[src/logic/hdr_cmp_pkg.sv]
// Constants, register map and encodings of the IP/UDP/ACH header comparator stage.
// Assumes a 32-bit AXI4-Lite register bus and a byte-wide header stream.
package hdr_cmp_pkg;

   // Register byte offsets
   localparam logic [7:0] OFF_CTRL = 8'h00;
   localparam logic [7:0] OFF_PAIR_A = 8'h04;
   localparam logic [7:0] OFF_MATCH_B_LO = 8'h08;
   localparam logic [7:0] OFF_MATCH_B_HI = 8'h0C;
   localparam logic [7:0] OFF_MASK_B_LO = 8'h10;
   localparam logic [7:0] OFF_MASK_B_HI = 8'h14;
   localparam logic [7:0] OFF_OFFSETS = 8'h18;
   localparam logic [7:0] OFF_STATUS = 8'h1C;
   localparam int NUM_REGS = 8;
   localparam int IDX_CTRL = OFF_CTRL / 4;
   localparam int IDX_PAIR_A = OFF_PAIR_A / 4;
   localparam int IDX_MATCH_B_LO = OFF_MATCH_B_LO / 4;
   localparam int IDX_MATCH_B_HI = OFF_MATCH_B_HI / 4;
   localparam int IDX_MASK_B_LO = OFF_MASK_B_LO / 4;
   localparam int IDX_MASK_B_HI = OFF_MASK_B_HI / 4;
   localparam int IDX_OFFSETS = OFF_OFFSETS / 4;
   localparam int IDX_STATUS = OFF_STATUS / 4;

   // Field positions
   localparam int CTRL_MODE_LSB = 0;
   localparam int CTRL_STAGE_LSB = 4;
   localparam int CTRL_ZERO_BIT = 8;
   localparam int CTRL_FIXUP_BIT = 9;
   localparam int CTRL_SIZE_LSB = 12;
   localparam int PA_MATCH_LSB = 0;
   localparam int PA_MASK_LSB = 8;
   localparam int PA_OFF_LSB = 16;
   localparam int OFS_B_LSB = 0;
   localparam int OFS_LEN_LSB = 8;
   localparam int OFS_FLOW_LSB = 16;
   localparam int OFS_CSUM_LSB = 24;
   localparam int ST_COUNT_LSB = 16;

   // Reset values and writable bits
   localparam logic [31:0] CTRL_RST = 32'h0000_2000;
   localparam logic [31:0] ZERO_RST = 32'h0000_0000;
   localparam logic [31:0] CTRL_WMASK = 32'h0000_3373;
   localparam logic [31:0] PAIR_A_WMASK = 32'h001F_FFFF;
   localparam logic [31:0] FULL_WMASK = 32'hFFFF_FFFF;
   localparam logic [31:0] OFFSETS_WMASK = 32'hFF1F_FF7F;

   typedef enum logic [1:0] {
      MODE_IPV4 = 2'h0,
      MODE_IPV6 = 2'h1,
      MODE_OTHER32 = 2'h2,
      MODE_OTHER128 = 2'h3
   } hdr_mode_t;

   localparam logic [2:0] STAGE_ETH2 = 3'h1;
   localparam logic [2:0] STAGE_IP1 = 3'h2;
   localparam logic [2:0] STAGE_IP2 = 3'h3;
   localparam logic [2:0] STAGE_PTP_OAM = 3'h5;
   localparam logic [3:0] VERSION_IPV4 = 4'h4;
   localparam logic [3:0] VERSION_IPV6 = 4'h6;
   localparam logic [7:0] FRAG_HI_POS = 8'h06;
   localparam logic [7:0] FRAG_LO_POS = 8'h07;
   localparam int MORE_FRAGMENTS_BIT = 5;
   localparam logic [1:0] RESP_OKAY = 2'h0;
   localparam logic [1:0] RESP_SLVERR = 2'h2;

   function automatic logic [31:0] apply_strb(input logic [31:0] old_v,
                                              input logic [31:0] new_v,
                                              input logic [3:0] strb,
                                              input logic [31:0] wmask);
      logic [31:0] res;
      res = old_v;
      for (int i = 0; i < 4; i++) begin
         if (strb[i]) begin
            res[8*i +: 8] = new_v[8*i +: 8];
         end
      end
      return (res & wmask) | (old_v & ~wmask);
   endfunction

endpackage

[src/logic/masked_window_match.sv]
// Masked match of a window of NBYTES header bytes starting at a programmed position.
// Assumes bytes arrive in order with a position count from the header start.
`timescale 1ns/1ps
`default_nettype none
module masked_window_match #(
   parameter int NBYTES = 1
) (
   input wire logic aclk,
   input wire logic aresetn,
   input wire logic byte_valid,
   input wire logic byte_first,
   input wire logic [7:0] byte_pos,
   input wire logic [7:0] byte_data,
   input wire logic [7:0] start_pos,
   input wire logic [8*NBYTES-1:0] match,
   input wire logic [8*NBYTES-1:0] mask,
   output logic window_ok
);
   generate
      if (NBYTES < 1 || NBYTES > 8) begin : g_chk
         $error("masked_window_match: NBYTES must be 1 to 8");
      end
   endgenerate

   logic miss_r;
   logic [3:0] seen_r;
   logic [8:0] rel;
   logic in_win;
   logic [7:0] m_byte;
   logic [7:0] k_byte;
   logic bad;

   always_comb begin
      rel = {1'b0, byte_pos} - {1'b0, start_pos};
      in_win = byte_valid && !rel[8] && (rel < 9'(NBYTES));
      // First byte of the window sits in the most significant byte
      m_byte = match[8*NBYTES-1 - 8*rel[2:0] -: 8];
      k_byte = mask[8*NBYTES-1 - 8*rel[2:0] -: 8];
      bad = in_win && (((byte_data ^ m_byte) & k_byte) != 8'h00);
   end

   always_ff @(posedge aclk) begin
      if (!aresetn) begin
         miss_r <= 1'b0;
         seen_r <= 4'h0;
      end else if (byte_valid) begin
         miss_r <= (byte_first ? 1'b0 : miss_r) | bad;
         seen_r <= (byte_first ? 4'h0 : seen_r) + {3'h0, in_win};
      end
   end

   // A zero mask disables the pair; a header too short to hold the window fails
   assign window_ok = (mask == '0) || (!miss_r && seen_r == 4'(NBYTES));

   AST_MISS_STICKS: assert property (@(posedge aclk) disable iff (!aresetn)
      bad |=> miss_r)
      else $error("masked mismatch not recorded");
endmodule
`default_nettype wire

[src/logic/ip_ach_header_comparator.sv]
// IP/UDP/ACH header comparator stage with its AXI4-Lite register file.
// Assumes a byte stream of the header from its first byte; results go to the next stage.
//
// Added by the designer: the register addresses and the AXI4-Lite interface to the registers.
`timescale 1ns/1ps
`default_nettype none
module ip_ach_header_comparator #(
   parameter int ADDR_W = 8
) (
   input wire logic aclk,
   input wire logic aresetn,
   input wire logic [ADDR_W-1:0] s_axi_awaddr,
   input wire logic s_axi_awvalid,
   output logic s_axi_awready,
   input wire logic [31:0] s_axi_wdata,
   input wire logic [3:0] s_axi_wstrb,
   input wire logic s_axi_wvalid,
   output logic s_axi_wready,
   output logic [1:0] s_axi_bresp,
   output logic s_axi_bvalid,
   input wire logic s_axi_bready,
   input wire logic [ADDR_W-1:0] s_axi_araddr,
   input wire logic s_axi_arvalid,
   output logic s_axi_arready,
   output logic [31:0] s_axi_rdata,
   output logic [1:0] s_axi_rresp,
   output logic s_axi_rvalid,
   input wire logic s_axi_rready,
   input wire logic hdr_valid,
   input wire logic hdr_first,
   input wire logic hdr_last,
   input wire logic [7:0] hdr_data,
   output logic hdr_done,
   output logic hdr_verified,
   output logic [2:0] next_stage,
   output logic [7:0] next_hdr_offset,
   output logic [4:0] flow_offset,
   output logic flow_wide,
   output logic csum_zero,
   output logic csum_fixup,
   output logic csum_loc_valid,
   output logic [7:0] csum_loc,
   output logic [1:0] csum_size
);
   import hdr_cmp_pkg::*;

   if (ADDR_W < 6) begin : g_chk
      $error("ip_ach_header_comparator: ADDR_W must be at least 6");
   end

   // Register file
   logic [31:0] regs_r [NUM_REGS];
   logic aw_full_r, w_full_r;
   logic [ADDR_W-1:0] awaddr_r;
   logic [31:0] wdata_r;
   logic [3:0] wstrb_r;
   logic [2:0] widx, ridx;
   logic waddr_hit, raddr_hit, do_write;

   // Header tracking and results
   logic [7:0] pos_r, cur_pos, byte0_r;
   logic frag_bad_r, eval_r;
   logic [15:0] check_cnt_r;
   logic [5:0] last_checks_r;

   // Field views
   hdr_mode_t mode;
   logic [2:0] stage_sel;
   logic zero_en, fixup_en;
   logic [1:0] size_sel;
   logic [7:0] match_a, mask_a;
   logic [4:0] off_a;
   logic [63:0] match_b, mask_b;
   logic [6:0] off_b;
   logic [7:0] hdr_len;
   logic [4:0] flow_off;
   logic [7:0] csum_off;
   logic a_ok, b_ok, ver_ok, frag_ok, len_ok, stage_rsvd, all_ok;

   assign mode = hdr_mode_t'(regs_r[IDX_CTRL][CTRL_MODE_LSB +: 2]);
   assign stage_sel = regs_r[IDX_CTRL][CTRL_STAGE_LSB +: 3];
   assign zero_en = regs_r[IDX_CTRL][CTRL_ZERO_BIT];
   assign fixup_en = regs_r[IDX_CTRL][CTRL_FIXUP_BIT];
   assign size_sel = regs_r[IDX_CTRL][CTRL_SIZE_LSB +: 2];
   assign match_a = regs_r[IDX_PAIR_A][PA_MATCH_LSB +: 8];
   assign mask_a = regs_r[IDX_PAIR_A][PA_MASK_LSB +: 8];
   assign off_a = regs_r[IDX_PAIR_A][PA_OFF_LSB +: 5];
   assign match_b = {regs_r[IDX_MATCH_B_HI], regs_r[IDX_MATCH_B_LO]};
   assign mask_b = {regs_r[IDX_MASK_B_HI], regs_r[IDX_MASK_B_LO]};
   assign off_b = regs_r[IDX_OFFSETS][OFS_B_LSB +: 7];
   assign hdr_len = regs_r[IDX_OFFSETS][OFS_LEN_LSB +: 8];
   assign flow_off = regs_r[IDX_OFFSETS][OFS_FLOW_LSB +: 5];
   assign csum_off = regs_r[IDX_OFFSETS][OFS_CSUM_LSB +: 8];

   // AXI4-Lite write path: address and data taken in either order
   assign widx = awaddr_r[4:2];
   assign waddr_hit = (awaddr_r[ADDR_W-1:5] == '0) && (widx != 3'(IDX_STATUS));
   assign do_write = aw_full_r && w_full_r && !s_axi_bvalid;

   always_ff @(posedge aclk) begin
      if (!aresetn) begin
         aw_full_r <= 1'b0;
         awaddr_r <= '0;
         s_axi_awready <= 1'b0;
      end else if (s_axi_awvalid && s_axi_awready) begin
         aw_full_r <= 1'b1;
         awaddr_r <= s_axi_awaddr;
         s_axi_awready <= 1'b0;
      end else if (do_write) begin
         aw_full_r <= 1'b0;
      end else if (!aw_full_r && !s_axi_bvalid) begin
         s_axi_awready <= 1'b1;
      end
   end

   always_ff @(posedge aclk) begin
      if (!aresetn) begin
         w_full_r <= 1'b0;
         wdata_r <= 32'h0000_0000;
         wstrb_r <= 4'h0;
         s_axi_wready <= 1'b0;
      end else if (s_axi_wvalid && s_axi_wready) begin
         w_full_r <= 1'b1;
         wdata_r <= s_axi_wdata;
         wstrb_r <= s_axi_wstrb;
         s_axi_wready <= 1'b0;
      end else if (do_write) begin
         w_full_r <= 1'b0;
      end else if (!w_full_r && !s_axi_bvalid) begin
         s_axi_wready <= 1'b1;
      end
   end

   always_ff @(posedge aclk) begin
      if (!aresetn) begin
         s_axi_bvalid <= 1'b0;
         s_axi_bresp <= RESP_OKAY;
      end else if (do_write) begin
         s_axi_bvalid <= 1'b1;
         s_axi_bresp <= waddr_hit ? RESP_OKAY : RESP_SLVERR;
      end else if (s_axi_bready) begin
         s_axi_bvalid <= 1'b0;
      end
   end

   // Status word is rebuilt from live state, so it is never stored in the array
   always_ff @(posedge aclk) begin
      if (!aresetn) begin
         regs_r[IDX_CTRL] <= CTRL_RST;
         for (int i = 1; i < NUM_REGS; i++) begin
            regs_r[i] <= ZERO_RST;
         end
      end else if (do_write && waddr_hit) begin
         case (widx)
            3'(IDX_CTRL):
               regs_r[widx] <= apply_strb(regs_r[widx], wdata_r, wstrb_r, CTRL_WMASK);
            3'(IDX_PAIR_A):
               regs_r[widx] <= apply_strb(regs_r[widx], wdata_r, wstrb_r, PAIR_A_WMASK);
            3'(IDX_OFFSETS):
               regs_r[widx] <= apply_strb(regs_r[widx], wdata_r, wstrb_r, OFFSETS_WMASK);
            default:
               regs_r[widx] <= apply_strb(regs_r[widx], wdata_r, wstrb_r, FULL_WMASK);
         endcase
      end
   end

   // AXI4-Lite read path: one read at a time
   assign ridx = s_axi_araddr[4:2];
   assign raddr_hit = (s_axi_araddr[ADDR_W-1:5] == '0);
   always_ff @(posedge aclk) begin
      if (!aresetn) begin
         s_axi_arready <= 1'b0;
         s_axi_rvalid <= 1'b0;
         s_axi_rdata <= 32'h0000_0000;
         s_axi_rresp <= RESP_OKAY;
      end else if (s_axi_arvalid && s_axi_arready) begin
         s_axi_arready <= 1'b0;
         s_axi_rvalid <= 1'b1;
         s_axi_rresp <= raddr_hit ? RESP_OKAY : RESP_SLVERR;
         if (!raddr_hit) begin
            s_axi_rdata <= 32'h0000_0000;
         end else if (ridx == 3'(IDX_STATUS)) begin
            s_axi_rdata <= {check_cnt_r, 9'h000, last_checks_r, hdr_verified};
         end else begin
            s_axi_rdata <= regs_r[ridx];
         end
      end else if (s_axi_rvalid) begin
         if (s_axi_rready) begin
            s_axi_rvalid <= 1'b0;
            s_axi_arready <= 1'b1;
         end
      end else if (!s_axi_arready) begin
         s_axi_arready <= 1'b1;
      end
   end

   // Header byte position; saturates so long payloads cannot wrap onto a window
   assign cur_pos = hdr_first ? 8'h00 : pos_r;
   always_ff @(posedge aclk) begin
      if (!aresetn) begin
         pos_r <= 8'h00;
      end else if (hdr_valid) begin
         pos_r <= (cur_pos == 8'hFF) ? 8'hFF : cur_pos + 8'h01;
      end
   end

   always_ff @(posedge aclk) begin
      if (!aresetn) begin
         byte0_r <= 8'h00;
      end else if (hdr_valid && cur_pos == 8'h00) begin
         byte0_r <= hdr_data;
      end
   end

   always_ff @(posedge aclk) begin
      if (!aresetn) begin
         frag_bad_r <= 1'b0;
      end else if (hdr_valid) begin
         if (cur_pos == FRAG_HI_POS) begin
            frag_bad_r <= hdr_data[MORE_FRAGMENTS_BIT] || (hdr_data[4:0] != 5'h00);
         end else if (cur_pos == FRAG_LO_POS) begin
            frag_bad_r <= frag_bad_r || (hdr_data != 8'h00);
         end else if (hdr_first) begin
            frag_bad_r <= 1'b0;
         end
      end
   end

   // Pair A: one byte, protocol or next-header field
   masked_window_match #(
      .NBYTES(1)
   ) u_pair_a (
      .aclk(aclk), .aresetn(aresetn),
      .byte_valid(hdr_valid), .byte_first(hdr_first),
      .byte_pos(cur_pos), .byte_data(hdr_data),
      .start_pos({3'h0, off_a}),
      .match(match_a),
      .mask(mask_a), .window_ok(a_ok)
   );
   // Pair B: eight bytes for IPSec, ACH or UDP ports
   masked_window_match #(
      .NBYTES(8)
   ) u_pair_b (
      .aclk(aclk), .aresetn(aresetn),
      .byte_valid(hdr_valid), .byte_first(hdr_first),
      .byte_pos(cur_pos), .byte_data(hdr_data),
      .start_pos({1'b0, off_b}),
      .match(match_b),
      .mask(mask_b), .window_ok(b_ok)
   );

   always_comb begin
      case (mode)
         MODE_IPV4: ver_ok = (byte0_r[7:4] == VERSION_IPV4);
         MODE_IPV6: ver_ok = (byte0_r[7:4] == VERSION_IPV6);
         default: ver_ok = 1'b1;
      endcase
      // A header shorter than the fragment field fails in IPv4
      frag_ok = (mode != MODE_IPV4) || (!frag_bad_r && pos_r > FRAG_LO_POS);
      // In IPv4 the length field counts 32-bit words and must agree with the programmed length
      len_ok = (mode != MODE_IPV4) || ({2'b00, byte0_r[3:0], 2'b00} == hdr_len);
      stage_rsvd = !(stage_sel == STAGE_ETH2 || stage_sel == STAGE_IP1 ||
                     stage_sel == STAGE_IP2 || stage_sel == STAGE_PTP_OAM);
      all_ok = ver_ok && frag_ok && len_ok && a_ok && b_ok;
   end

   // Evaluation follows the last header byte by one cycle, once matchers settle
   always_ff @(posedge aclk) begin
      eval_r <= aresetn && hdr_valid && hdr_last;
   end

   always_ff @(posedge aclk) begin
      if (!aresetn) begin
         hdr_done <= 1'b0;
         hdr_verified <= 1'b0;
         last_checks_r <= 6'h00;
         check_cnt_r <= 16'h0000;
      end else begin
         hdr_done <= eval_r;
         if (eval_r) begin
            hdr_verified <= all_ok;
            last_checks_r <= {stage_rsvd, len_ok, b_ok, a_ok, frag_ok, ver_ok};
            check_cnt_r <= check_cnt_r + 16'h0001;
         end
      end
   end

   // Hand-off fields are sampled with the result so they stay coherent with it
   always_ff @(posedge aclk) begin
      if (!aresetn) begin
         next_stage <= 3'h0;
         next_hdr_offset <= 8'h00;
         flow_offset <= 5'h00;
         flow_wide <= 1'b0;
      end else if (eval_r) begin
         next_stage <= stage_sel;
         next_hdr_offset <= hdr_len;
         flow_offset <= flow_off;
         flow_wide <= (mode == MODE_IPV6) || (mode == MODE_OTHER128);
      end
   end

   // If both enables are set anyway in IPv4, clearing wins and fixup is dropped; in other modes fixup is kept
   always_ff @(posedge aclk) begin
      if (!aresetn) begin
         csum_zero <= 1'b0;
         csum_fixup <= 1'b0;
         csum_loc_valid <= 1'b0;
         csum_loc <= 8'h00;
         csum_size <= 2'h0;
      end else if (eval_r) begin
         csum_zero <= zero_en && (mode == MODE_IPV4);
         csum_fixup <= fixup_en && !(zero_en && mode == MODE_IPV4);
         csum_loc_valid <= (mode == MODE_IPV4);
         csum_loc <= (mode == MODE_IPV4) ? csum_off : 8'h00;
         csum_size <= size_sel;
      end
   end

   AST_VERSION_FAIL: assert property (@(posedge aclk) disable iff (!aresetn)
      eval_r && !ver_ok |=> hdr_done && !hdr_verified)
      else $error("wrong version accepted");
   AST_FRAG_FAIL: assert property (@(posedge aclk) disable iff (!aresetn)
      eval_r && mode == MODE_IPV4 && frag_bad_r |=> !hdr_verified)
      else $error("fragment accepted in IPv4");
   AST_ALL_PASS: assert property (@(posedge aclk) disable iff (!aresetn)
      eval_r && all_ok |=> hdr_done && hdr_verified)
      else $error("passing header not verified");
   AST_PAIR_FAIL: assert property (@(posedge aclk) disable iff (!aresetn)
      eval_r && (!a_ok || !b_ok) |=> !hdr_verified)
      else $error("pair mismatch accepted");
   AST_LEN_OUT: assert property (@(posedge aclk) disable iff (!aresetn)
      eval_r ##1 hdr_done |-> next_hdr_offset == $past(hdr_len))
      else $error("header length not handed on");
   AST_STAGE_OUT: assert property (@(posedge aclk) disable iff (!aresetn)
      hdr_done |-> next_stage == $past(stage_sel) && flow_offset == $past(flow_off))
      else $error("next stage or flow offset wrong");
   AST_ZERO_V4: assert property (@(posedge aclk) disable iff (!aresetn)
      eval_r && mode != MODE_IPV4 |=> !csum_zero && !csum_loc_valid)
      else $error("IPv4-only checksum output outside IPv4");
   AST_WIDE_FLOW: assert property (@(posedge aclk) disable iff (!aresetn)
      eval_r && mode == MODE_OTHER128 |=> flow_wide)
      else $error("128-bit flow width not reported");
   AST_BRESP_HOLD: assert property (@(posedge aclk) disable iff (!aresetn)
      s_axi_bvalid && !s_axi_bready |=> s_axi_bvalid && $stable(s_axi_bresp))
      else $error("write response dropped before bready");
endmodule
`default_nettype wire

[config.mk]
export PLATFORM = sky130hd
export DESIGN_NAME = ip_ach_header_comparator
export DESIGN_NICKNAME = d
export VERILOG_FILES = /design/src/logic/hdr_cmp_pkg.sv /design/src/logic/masked_window_match.sv /design/src/logic/ip_ach_header_comparator.sv
export SDC_FILE = /design/constraint.sdc
export NUM_CORES = 1
export LEC_CHECK = 0
export BUFFER_PORTS_ARGS = -buffer_cell sky130_fd_sc_hd__buf_2
export CAP_MARGIN = 40
export CELL_PAD_IN_SITES_DETAIL_PLACEMENT = 1
export CELL_PAD_IN_SITES_GLOBAL_PLACEMENT = 1
export CORE_UTILIZATION = 54
export CTS_CLUSTER_DIAMETER = 150
export DETAILED_ROUTE_END_ITERATION = 8
export PLACE_DENSITY_LB_ADDON = 0.1
export SYNTH_ARGS = -nofsm -noshare
export SYNTH_HDL_FRONTEND = slang
export SYNTH_SLANG_ARGS = --single-unit
export TNS_END_PERCENT = 5
[constraint.sdc]
create_clock -name aclk -period 6.01 [get_ports aclk]
set_input_delay 1.202 -clock aclk [delete_from_list [all_inputs] [get_ports aclk]]
set_output_delay 1.202 -clock aclk [all_outputs]
set_load 0.05 [all_outputs]
; ---- Word level (Yosys, flattened, before mapping)
; Memory sizes are Yosys's and may differ from the RTL's. A register that Yosys moved wholly into a read port is not among the register bits.
; Cells that the tools add are included.
[classes]
eq_ne = 19
n_div = 0
n_shift = 4
magnitude_cmp = 3
bitwise_logic = 14
reduce_logical = 71
multipliers = 0
mux = 93
add_sub_neg = 8
[op_table]
columns = op, n
row1 = 8-bit 2-to-1 mux, 31
row2 = 32-bit 2-to-1 mux, 6
row3 = 71-bit by 33-bit variable part select with 8-bit output, 2
row4 = 15-bit by 33-bit variable part select with 8-bit output, 2
row5 = 64-bit zero test, 1
row6 = 7-bit 2-to-1 mux, 6
row7 = 1-bit 2-to-1 mux, 33
row8 = 14-bit by 32-bit bitwise OR with 32-bit output, 1
row9 = 21-bit by 32-bit bitwise OR with 32-bit output, 1
row10 = 32-bit by 24-bit bitwise OR with 32-bit output, 1
row11 = 32-bit OR reduction, 1
row12 = 5-bit 2-to-1 mux, 6
row13 = 1-bit logical AND, 27
row14 = 8-bit nonzero test, 3
row15 = 6-bit 2-to-1 mux, 3
row16 = 16-bit by 1-bit adder with 16-bit output (second input constant), 1
row17 = 8-bit bitwise AND, 2
row18 = 8-bit by 3-bit == test with 1-bit output (second input constant), 2
row19 = 8-bit zero test, 2
row20 = 8-bit bitwise XOR, 2
row21 = 1-bit zero test, 10
row22 = 1-bit logical OR, 10
row23 = 3-bit == test (second input constant), 3
row24 = 3-bit zero test, 3
row25 = 33 further kinds, 53
[word_totals]
ram_bits = 256
rom_bits = 0
ff_bits = 169
latchBits = 0
out_inout_bits = 73
n_memories = 1
[mem_list]
columns = memory, depth, width, rd, rd_ports_with_merged_regs, wr, line
row1 = regs_r, 8, 32, 9, 1, 8, ip_ach_header_comparator.sv:52  ; logic [31:0] regs_r [NUM_REGS];

; ---- Longest topological paths before layout
; Gate-level depths: netlist of the first run.
[depth]
ltp_word = 11
ltp_mapped = 17
ltp_nobuf = 16

; ---- Modules after synthesis
; A second synthesis of the first run with hierarchy kept.
[hier_totals]
cells_unflattened = 1839
area_unflattened_um2 = 21724.6
[by_module_without_submodules]
columns = module, cells_per_inst, n_inst, area_per_inst_um2
row1 = ip_ach_header_comparator, 1503, 1, 19028.2
row2 = masked_window_match (u_pair_b), 228, 1, 1864.3
row3 = masked_window_match (u_pair_a), 108, 1, 832.0

; ---- Worst setup path before layout of the first run
; Ideal clock, no wire load.
[synth_path]
path_type = input to register
start = input hdr_first
end = register u_pair_b.seen_r[3]
cell_stages = 17
n_path_buf = 1
path_slack_ns = 2.077
setup_ns = 0.128
arrival_time_ns = 3.805
path_cell_list = buf_2 -> inv_1 -> nand2_1 -> ha_1 -> inv_1 -> fa_1 -> a21o_1 -> a21oi_1 -> xnor2_1 -> a2111oi_2 -> nand3_1 -> inv_1 -> ha_1 -> and3_1 -> o21ai_0 -> a22oi_1 -> nor2_1
[synth_via]
elab_chain_len = 6
elab_cells_between_ends = 8
[synth_rtl]
columns = element, line
row1 = from (decl), ip_ach_header_comparator.sv:30  ; input wire logic hdr_first,
row2 = branches (longest 5 deep; another with 8-bit by 7-bit subtractor with 9-bit output), -
row3 = 4-bit by 1-bit adder with 4-bit output (*), masked_window_match.sv:48  ; seen_r <= (byte_first ? 4'h0 : seen_r) + {3'h0, in_win};
row4 = to (signal assigned), masked_window_match.sv:48
row5 = to (decl), masked_window_match.sv:26  ; logic [3:0] seen_r;
; Mark *: on every way between the ends.
; A chain may end at the register's enable or synchronous reset.

; ---- Worst setup path after layout of the first run
[layout_path]
start = input hdr_first
end = register u_pair_b.miss_r
[layout_via]
elab_chain_len = 9
elab_cells_between_ends = 15
[layout_rtl]
columns = element, line
row1 = 8-bit 2-to-1 mux, ip_ach_header_comparator.sv:198  ; assign cur_pos = hdr_first ? 8'h00 : pos_r;
row2 = 8-bit by 7-bit subtractor with 9-bit output, masked_window_match.sv:34  ; rel = {1'b0, byte_pos} - {1'b0, start_pos};
row3 = 6-bit by 6-bit subtractor with 7-bit output, "masked_window_match.sv:37, masked_window_match.sv:38"
row4 = 71-bit by 33-bit variable part select with 8-bit output, masked_window_match.sv:37  ; m_byte = match[8*NBYTES-1 - 8*rel[2:0] -: 8];
row5 = 8-bit bitwise XOR, masked_window_match.sv:39  ; bad = in_win && (((byte_data ^ m_byte) & k_byte) != 8'h00);
row6 = 8-bit bitwise AND, masked_window_match.sv:39
row7 = 8-bit nonzero test, masked_window_match.sv:39
row8 = 1-bit logical AND, masked_window_match.sv:39
row9 = 1-bit bitwise OR (*), masked_window_match.sv:47  ; miss_r <= (byte_first ? 1'b0 : miss_r) | bad;
row10 = to (signal assigned), masked_window_match.sv:47
row11 = to (decl), masked_window_match.sv:25  ; logic miss_r;
; Every way passes the cells marked *; elsewhere a longest branch is shown, timed or not.

==> results of run 1 <==
## state kept, by name (all words and copies together), names as in the netlist, 8 cells and up, named ones only
name and cells:
regs_r 256, s_axi_rdata 32, wdata_r 32, check_cnt_r 16, byte0_r 8, csum_loc 8
next_hdr_offset 8, pos_r 8
## synth_stat cells, types with 13 or more instances
master and number:
edfxtp_1 256, a21oi_1 72, dfxtp_1 168, nor2b_1 23
buf_1 13, nand2_1 171, mux2i_1 99, nor4_1 24
mux2_2 25, nand2b_1 13, xnor2_1 24, inv_1 31
mux4_2 145, buf_2 30, ha_1 18, xor2_1 22
clkbuf_1 74, nand4_1 14, nand3_1 28, nor2_1 301
o21ai_0 63
## worst max-delay path: stages
cell and delay [ns]:
buf_2 0.09, inv_1 0.15, nand2_1 0.27, ha_1 0.23, inv_1 0.07, fa_2 0.58
buf_12 0.24, buf_4 0.21, mux4_2 0.32, xor2_1 0.16, a22oi_1 0.22, o211ai_1 0.17
nor3_1 0.33, o41ai_2 0.09
## power breakdown
part / internal [mW] / total (mW) / switching (mW) / leakage, nW
clock network: 1.57 / 2.75 / 1.19 / 0.679
logic: 0.331 / 0.806 / 0.474 / 4.21
registers: 3.19 / 3.34 / 0.152 / 3.99
## area by class of cell
cell class | count | area [µm²]
fill | 4121 | 15300
sequential | 424 | 11100
multi-input combinational | 1261 | 10100
clock buffer | 67 | 1250
timing repair buffer | 180 | 1130
tap | 525 | 657
clock inverter | 18 | 155
inverter | 33 | 126
antenna | 2 | 5.00
## cells by family after synthesis
group | count (synthesis) | synth area share (%)
fa+ha+maj | 19 | 1.13
xor+xnor | 47 | 1.95
other cells | 1 | 0.0172
flops | 424 | 50.8
compound gates | 232 | 6.84
simple gates | 637 | 13.0
mux | 292 | 22.7
buf+inv | 166 | 3.55
## stage by stage
step	util, %	instances	instance area [µm²]	hold slack (ns)
after floorplan	-	1851	21900	0.421
after global placement	57.7	2415	22900	0.431
after detailed placement	58.0	2423	23000	0.438
after CTS	61.5	2508	24400	0.456
after global routing	61.5	2508	24400	0.478
final	61.5	2510	24400	0.451
## metal layers
| layer | share of wire, % | vias to the layer above | GRT usage, % |
|---|---|---|---|
| li1 | - | 6968 | - |
| met1 | 38 | 8392 | 52.2 |
| met2 | 45 | 1139 | 58.3 |
| met3 | 12 | 218 | 8.31 |
| met4 | 4.4 | 0 | 16.6 |
| met5 | 0 | - | 0 |
## worst paths after layout
| check | cells after the start | to | start | slack (ns) |
|---|---|---|---|---|
| setup reg to reg | 14 | u_pair_b.seen_r[2] | pos_r[1] | 2.59 |
| hold reg to reg | 2 | s_axi_rdata[22] | s_axi_rdata[22] | 0.45 |
| setup / recovery | 14 | u_pair_b.miss_r | hdr_first | 2.10 |
| hold / removal | 2 | s_axi_rdata[22] | s_axi_rdata[22] | 0.45 |
==> impl_metrics.env, run 1 <==
export IMPL_final_common_cell="nor2_1"
export IMPL_layout_drive_gt1_share_pct=23.3
export IMPL_syn_to_final_growth_pct=12.3
export IMPL_crit_arrival_ns=4.35
export IMPL_postCtsSetupBuffers=0
export IMPL_cts_tree="done"
export IMPL_setup_viol=0
export IMPL_netlist_area_um2=21800
export IMPL_ys_flop_type="edfxtp_1"
export IMPL_finalWorstSetupSlack_ns=2.10
export IMPL_overflow=0
export IMPL_grt_max_degree=71
export IMPL_fmax_mhz=256
export IMPL_globalplace_congestion=0.982
export IMPL_worst_path_max_fanout=44
export IMPL_synth_top_area_share_pct=35.3
export IMPL_dieArea_um2=41100
export IMPL_portBuffers=136
export IMPL_start_util_pct=54.8
export IMPL_synth_async_reset_ratio_pct=0
export IMPL_drtIter0Drc=2084
export IMPL_worstMarginPinSlew_ns=0.954
export IMPL_p_total_mw=6.90
export IMPL_pre_cts_ws_ns=1.58
export IMPL_track_usage_pct=38.0
export IMPL_synth_seq_cells=424
export IMPL_status="completed"
export IMPL_total_leakage_power_nw=8.88
export IMPL_cp_end_kind="register"
export IMPL_fp_dieW_um=203
export IMPL_cts_buffers=46
export IMPL_fp_coreArea_um2=39700
export IMPL_cp_start_kind="input pin"
export IMPL_cts_clk_slew_worst_paths_ns=0.06
export IMPL_die_y_um=203
export IMPL_rsz0062_at_grt="false"
export IMPL_fin_tns_setup_ns=0
export IMPL_skew_ns=0.0178
export IMPL_rows=73
export IMPL_finalHoldViolCount=0
export IMPL_clock_tree_root_cell="clkbuf_16"
export IMPL_peakVddDrop_mv=0.179
export IMPL_yosysSeqAreaShare_pct=50.8
export IMPL_fin_crit_ns=3.91
export IMPL_pin_count=143
export IMPL_p_per_area_nw_per_um2=282
export IMPL_grt_first_pass_wirelength_um=113000
export IMPL_cap_violations=0
export IMPL_drc=0
export IMPL_cts_htree_levels=2
export IMPL_antenna_left=0
export IMPL_viasPerCell=6.66
export IMPL_cp_required_ns=6.45
export IMPL_post_route_period_util_pct=65.1
export IMPL_drv_slew=0
export IMPL_hold_path_class="reg -> reg"
export IMPL_yosysUniqueCellTypes=79
export IMPL_vias=16717
export IMPL_yosys_warnings=0
export IMPL_cts_resized=0
export IMPL_netlist_top_cells_area="edfxtp_1 35%, dfxtp_1 15%, mux4_2 15%, nor2_1 5.2%, mux2i_1 4.6%"
export IMPL_routed_wl_um=76700
export IMPL_path_class="in -> reg"
export IMPL_layout_common_cells="301 x nor2_1, 256 x edfxtp_1, 171 x nand2_1"
export IMPL_post_drt_wl_per_cell_um=30.6
export IMPL_ctsLongestPathBuffers=3
export IMPL_clkSinkCount=424
export IMPL_antenna_found_initial=6
export IMPL_slew_headroom_pct=36.3
export IMPL_synth_edf_count=256
export IMPL_yosysTopAreaCell="edfxtp_1"
export IMPL_synthCells=1818
export IMPL_first_pass_iters=7
export IMPL_worst_skew_pair_late_latency_ns=0.60
export IMPL_cts_hold_buffers=0
export IMPL_synth_area_per_cell_um2=12.0
export IMPL_grt_pass1_vias=16962
export IMPL_finalNetCount=2035
export IMPL_dp_final_hpwl_um=53200
Note: power is estimated with default switching activity, not from simulation.
==> run 2: changes to the inputs <==
- ABC_AREA: not set -> 1
- CORE_UTILIZATION: 54 -> 46
- clock period: 6.01 -> 3.8 ns (I/O delays scaled with it)
==> impl_metrics.env, run 2 <==
export IMPL_status="completed"
export IMPL_total_leakage_power_nw=10.3
export IMPL_grt_max_degree=133
export IMPL_synth_commonest_cells="478 x nor2_1, 406 x nand2_1, 396 x o21ai_0"
export IMPL_slowest_delay_ns=0.49
export IMPL_top_regs="regs_r x256, s_axi_rdata x32, wdata_r x32"
export IMPL_cts_clk_slew_worst_paths_ns=0.06
export IMPL_dp_final_hpwl_um=66100
export IMPL_crit_start="regs_r[1][17]"
export IMPL_post_route_period_util_pct=80.2
export IMPL_n_fill_cell=5966
export IMPL_fin_tns_setup_ns=0
export IMPL_cts_buffers=49
export IMPL_cp_cell_sequence="inv_1, nand3_1, nand2_1, inv_1, ha_1, nor3_1, nand2_1, nor2_1, nand2_1, nor4_1, ha_1, ha_1, o21ai_0, a21oi_1"
export IMPL_p_seq_share_pct=44.1
export IMPL_worstMarginPinSlew_ns=0.945
export IMPL_grt_first_pass_wirelength_um=141000
export IMPL_clkSinkCount=424
export IMPL_cts_tree="done"
export IMPL_final_common_cell="nor2_1"
export IMPL_cts_hold_buffers=0
export IMPL_p_sw_mw=3.53
export IMPL_ys_flop_type="edfxtp_1"
export IMPL_synth_edf_count=256
export IMPL_dieArea_um2=49500
export IMPL_p_sw_share_pct=29.7
export IMPL_viasPerCell=6.23
export IMPL_synth_seq_cells=424
export IMPL_crit_buf_inv=2
export IMPL_yosys_cell_count_top_type="nor2_1"
export IMPL_synthCells=2838
export IMPL_antenna_left=0
export IMPL_worst_path_max_fanout=4
export IMPL_clock_tree_root_cell="clkbuf_16"
export IMPL_top_register="regs_r"
export IMPL_antenna_found_initial=2
export IMPL_path_class="reg -> reg"
export IMPL_grt_pass1_vias=22154
export IMPL_hold_path_class="in -> reg"
export IMPL_p_per_area_nw_per_um2=465
export IMPL_finalNetCount=3042
export IMPL_cts_resized=0
export IMPL_r2r_slack_ns=0.75
export IMPL_yosys_warnings=0
export IMPL_min_from="s_axi_wdata[28]"
export IMPL_die_y_um=222
export IMPL_holdPathStages=3
export IMPL_layout_common_cells="478 x nor2_1, 406 x nand2_1, 396 x o21ai_0"
export IMPL_pin_count=143
export IMPL_syn_to_final_growth_pct=14.3
export IMPL_cap_violations=0
export IMPL_r2r_start="regs_r[1][17]"
export IMPL_fin_area_um2=25600
export IMPL_rr_worst_depth=14
export IMPL_post_dp_cell_area_um2=23900
export IMPL_fin_crit_ns=3.05
export IMPL_skew_ns=0.0322
export IMPL_fmax_mhz=328
export IMPL_synth_area_per_cell_um2=7.88
export IMPL_setup_viol=0
export IMPL_clkPwrFrac_pct=40.6
export IMPL_finalHoldViolCount=0
export IMPL_drc=0
export IMPL_post_drt_wl_per_cell_um=26.7
export IMPL_internal_power_mw=8.36
export IMPL_timing_rr_end="u_pair_a.seen_r[1]"
export IMPL_yosysUniqueCellTypes=49
export IMPL_track_usage_pct=38.5
export IMPL_postCtsSetupBuffers=0
export IMPL_worst_skew_pair_late_latency_ns=0.62
export IMPL_fp_coreArea_um2=47800
export IMPL_peakVddDrop_mv=0.438
export IMPL_crit_arrival_ns=3.54
export IMPL_layout_drive_gt1_share_pct=12.0
export IMPL_crit_family="simple AND/OR/NAND/NOR gates"
export IMPL_fp_dieW_um=222
export IMPL_netlist_top_cells_area="edfxtp_1 34%, dfxtp_1 15%, o21ai_0 8.9%, nor2_1 8.0%, nand2_1 6.8%"
export IMPL_start_util_pct=46.7
export IMPL_rows=80
export IMPL_cp_required_ns=4.29
export IMPL_overflow=0
export IMPL_cp_start_kind="register"
export IMPL_critPathSlowestCell="edfxtp_1"
export IMPL_whs_endpoint="wdata_r[28]"
export IMPL_netlist_area_um2=22400
export IMPL_first_pass_iters=5
export IMPL_drv_slew=0
export IMPL_routed_wl_um=96400
export IMPL_share_comb_of_total_power_pct=15.3
export IMPL_drtIter0Drc=2567
export IMPL_yosysTopAreaCell="edfxtp_1"
export IMPL_pre_cts_ws_ns=0.208
export IMPL_vias=22498
export IMPL_largest_register_ffs=256
export IMPL_timing_hold_ws_ns=0.392
export IMPL_globalplace_congestion=0.946
export IMPL_cts_htree_levels=2
export IMPL_portBuffers=136
export IMPL_cp_depth=14
export IMPL_slew_headroom_pct=36.9
export IMPL_rsz0062_at_grt="false"
export IMPL_synth_top_area_share_pct=34.4
export IMPL_yosysSeqAreaShare_pct=49.4
export IMPL_cp_end_kind="register"
export IMPL_ctsLongestPathBuffers=3
export IMPL_finalWorstSetupSlack_ns=0.751
export IMPL_synth_async_reset_ratio_pct=0
## run 2: changes by cell type in the layout (fill, tap and decap cells not counted), moves of 145 or more
cell and delta:
mux4_2 -145, o21ai_0 +333, nor2_1 +177, inv_1 +179
a21oi_1 +187, nand3_1 +170, nand2_1 +235
## run 2: cell families after synthesis
| logic type | Yosys count | share of synthesized area (%) |
|---|---|---|
| simple gates | 1159 | 21.7 |
| other cells | 1 | 0.0168 |
| fa+ha+maj | 19 | 1.10 |
| flops | 424 | 49.4 |
| mux | 9 | 0.448 |
| compound gates | 797 | 19.7 |
| buf+inv | 423 | 7.46 |
| xor+xnor | 6 | 0.235 |
## run 2: worst max-delay path by stage
stage                               endpoint  slack (ns)
after floorplan           u_pair_b.seen_r[1]        0.91
after global placement    u_pair_b.seen_r[1]        0.29
after detailed placement  u_pair_b.seen_r[1]        0.21
after CTS                 u_pair_a.seen_r[1]        0.71
after global routing      u_pair_a.seen_r[1]        0.51
final                     u_pair_a.seen_r[1]        0.75
## run 2: stage by stage
step	utilization (%)	instances	power, mW
final	53.4	3610	11.9
after global routing	53.4	3609	12.2
after CTS	53.4	3609	11.9
after detailed placement	50.0	3517	7.09
after global placement	49.8	3514	7.01
after floorplan	-	2871	6.38
## run 2: per-layer routing
metal	GRT usage [%]	wire, µm	vias up
met4	16.0	4250	0
met3	8.20	10200	257
met2	60.0	42800	1234
met5	0	0	-
li1	-	-	9946
met1	51.9	39100	11061
## run 2: cell type report
cell class / count / area, µm² / area share, %
Inverter: 236 / 890 / 3.48
Multi-Input combinational cell: 2024 / 9760 / 38.2
Sequential cell: 424 / 11100 / 43.3
Clock inverter: 14 / 120 / 0.470
Antenna cell: 1 / 2.50 / 0.00979
Tap cell: 615 / 769 / 3.01
Clock buffer: 78 / 1510 / 5.91
Timing Repair Buffer: 218 / 1440 / 5.64
## run 2: worst register-to-register path: stages, from the launching register on
cell and delay (ns):
edfxtp_1 0.49, inv_1 0.16, nand3_1 0.17, nand2_1 0.11
inv_1 0.05, ha_1 0.28, nor3_1 0.20, nand2_1 0.08
nor2_1 0.13, nand2_1 0.10, nor4_1 0.41, ha_1 0.27
ha_1 0.24, o21ai_0 0.17, a21oi_1 0.06
## run 2: power by group through the flow
stage / clock [mW] / combinational (mW) / sequential, mW
after global routing: 5.02 / 1.95 / 5.25
after CTS: 4.84 / 1.78 / 5.23
final: 4.83 / 1.82 / 5.24
after detailed placement: 0 / 1.76 / 5.33
after floorplan: 0 / 1.09 / 5.29
after global placement: 0 / 1.70 / 5.32
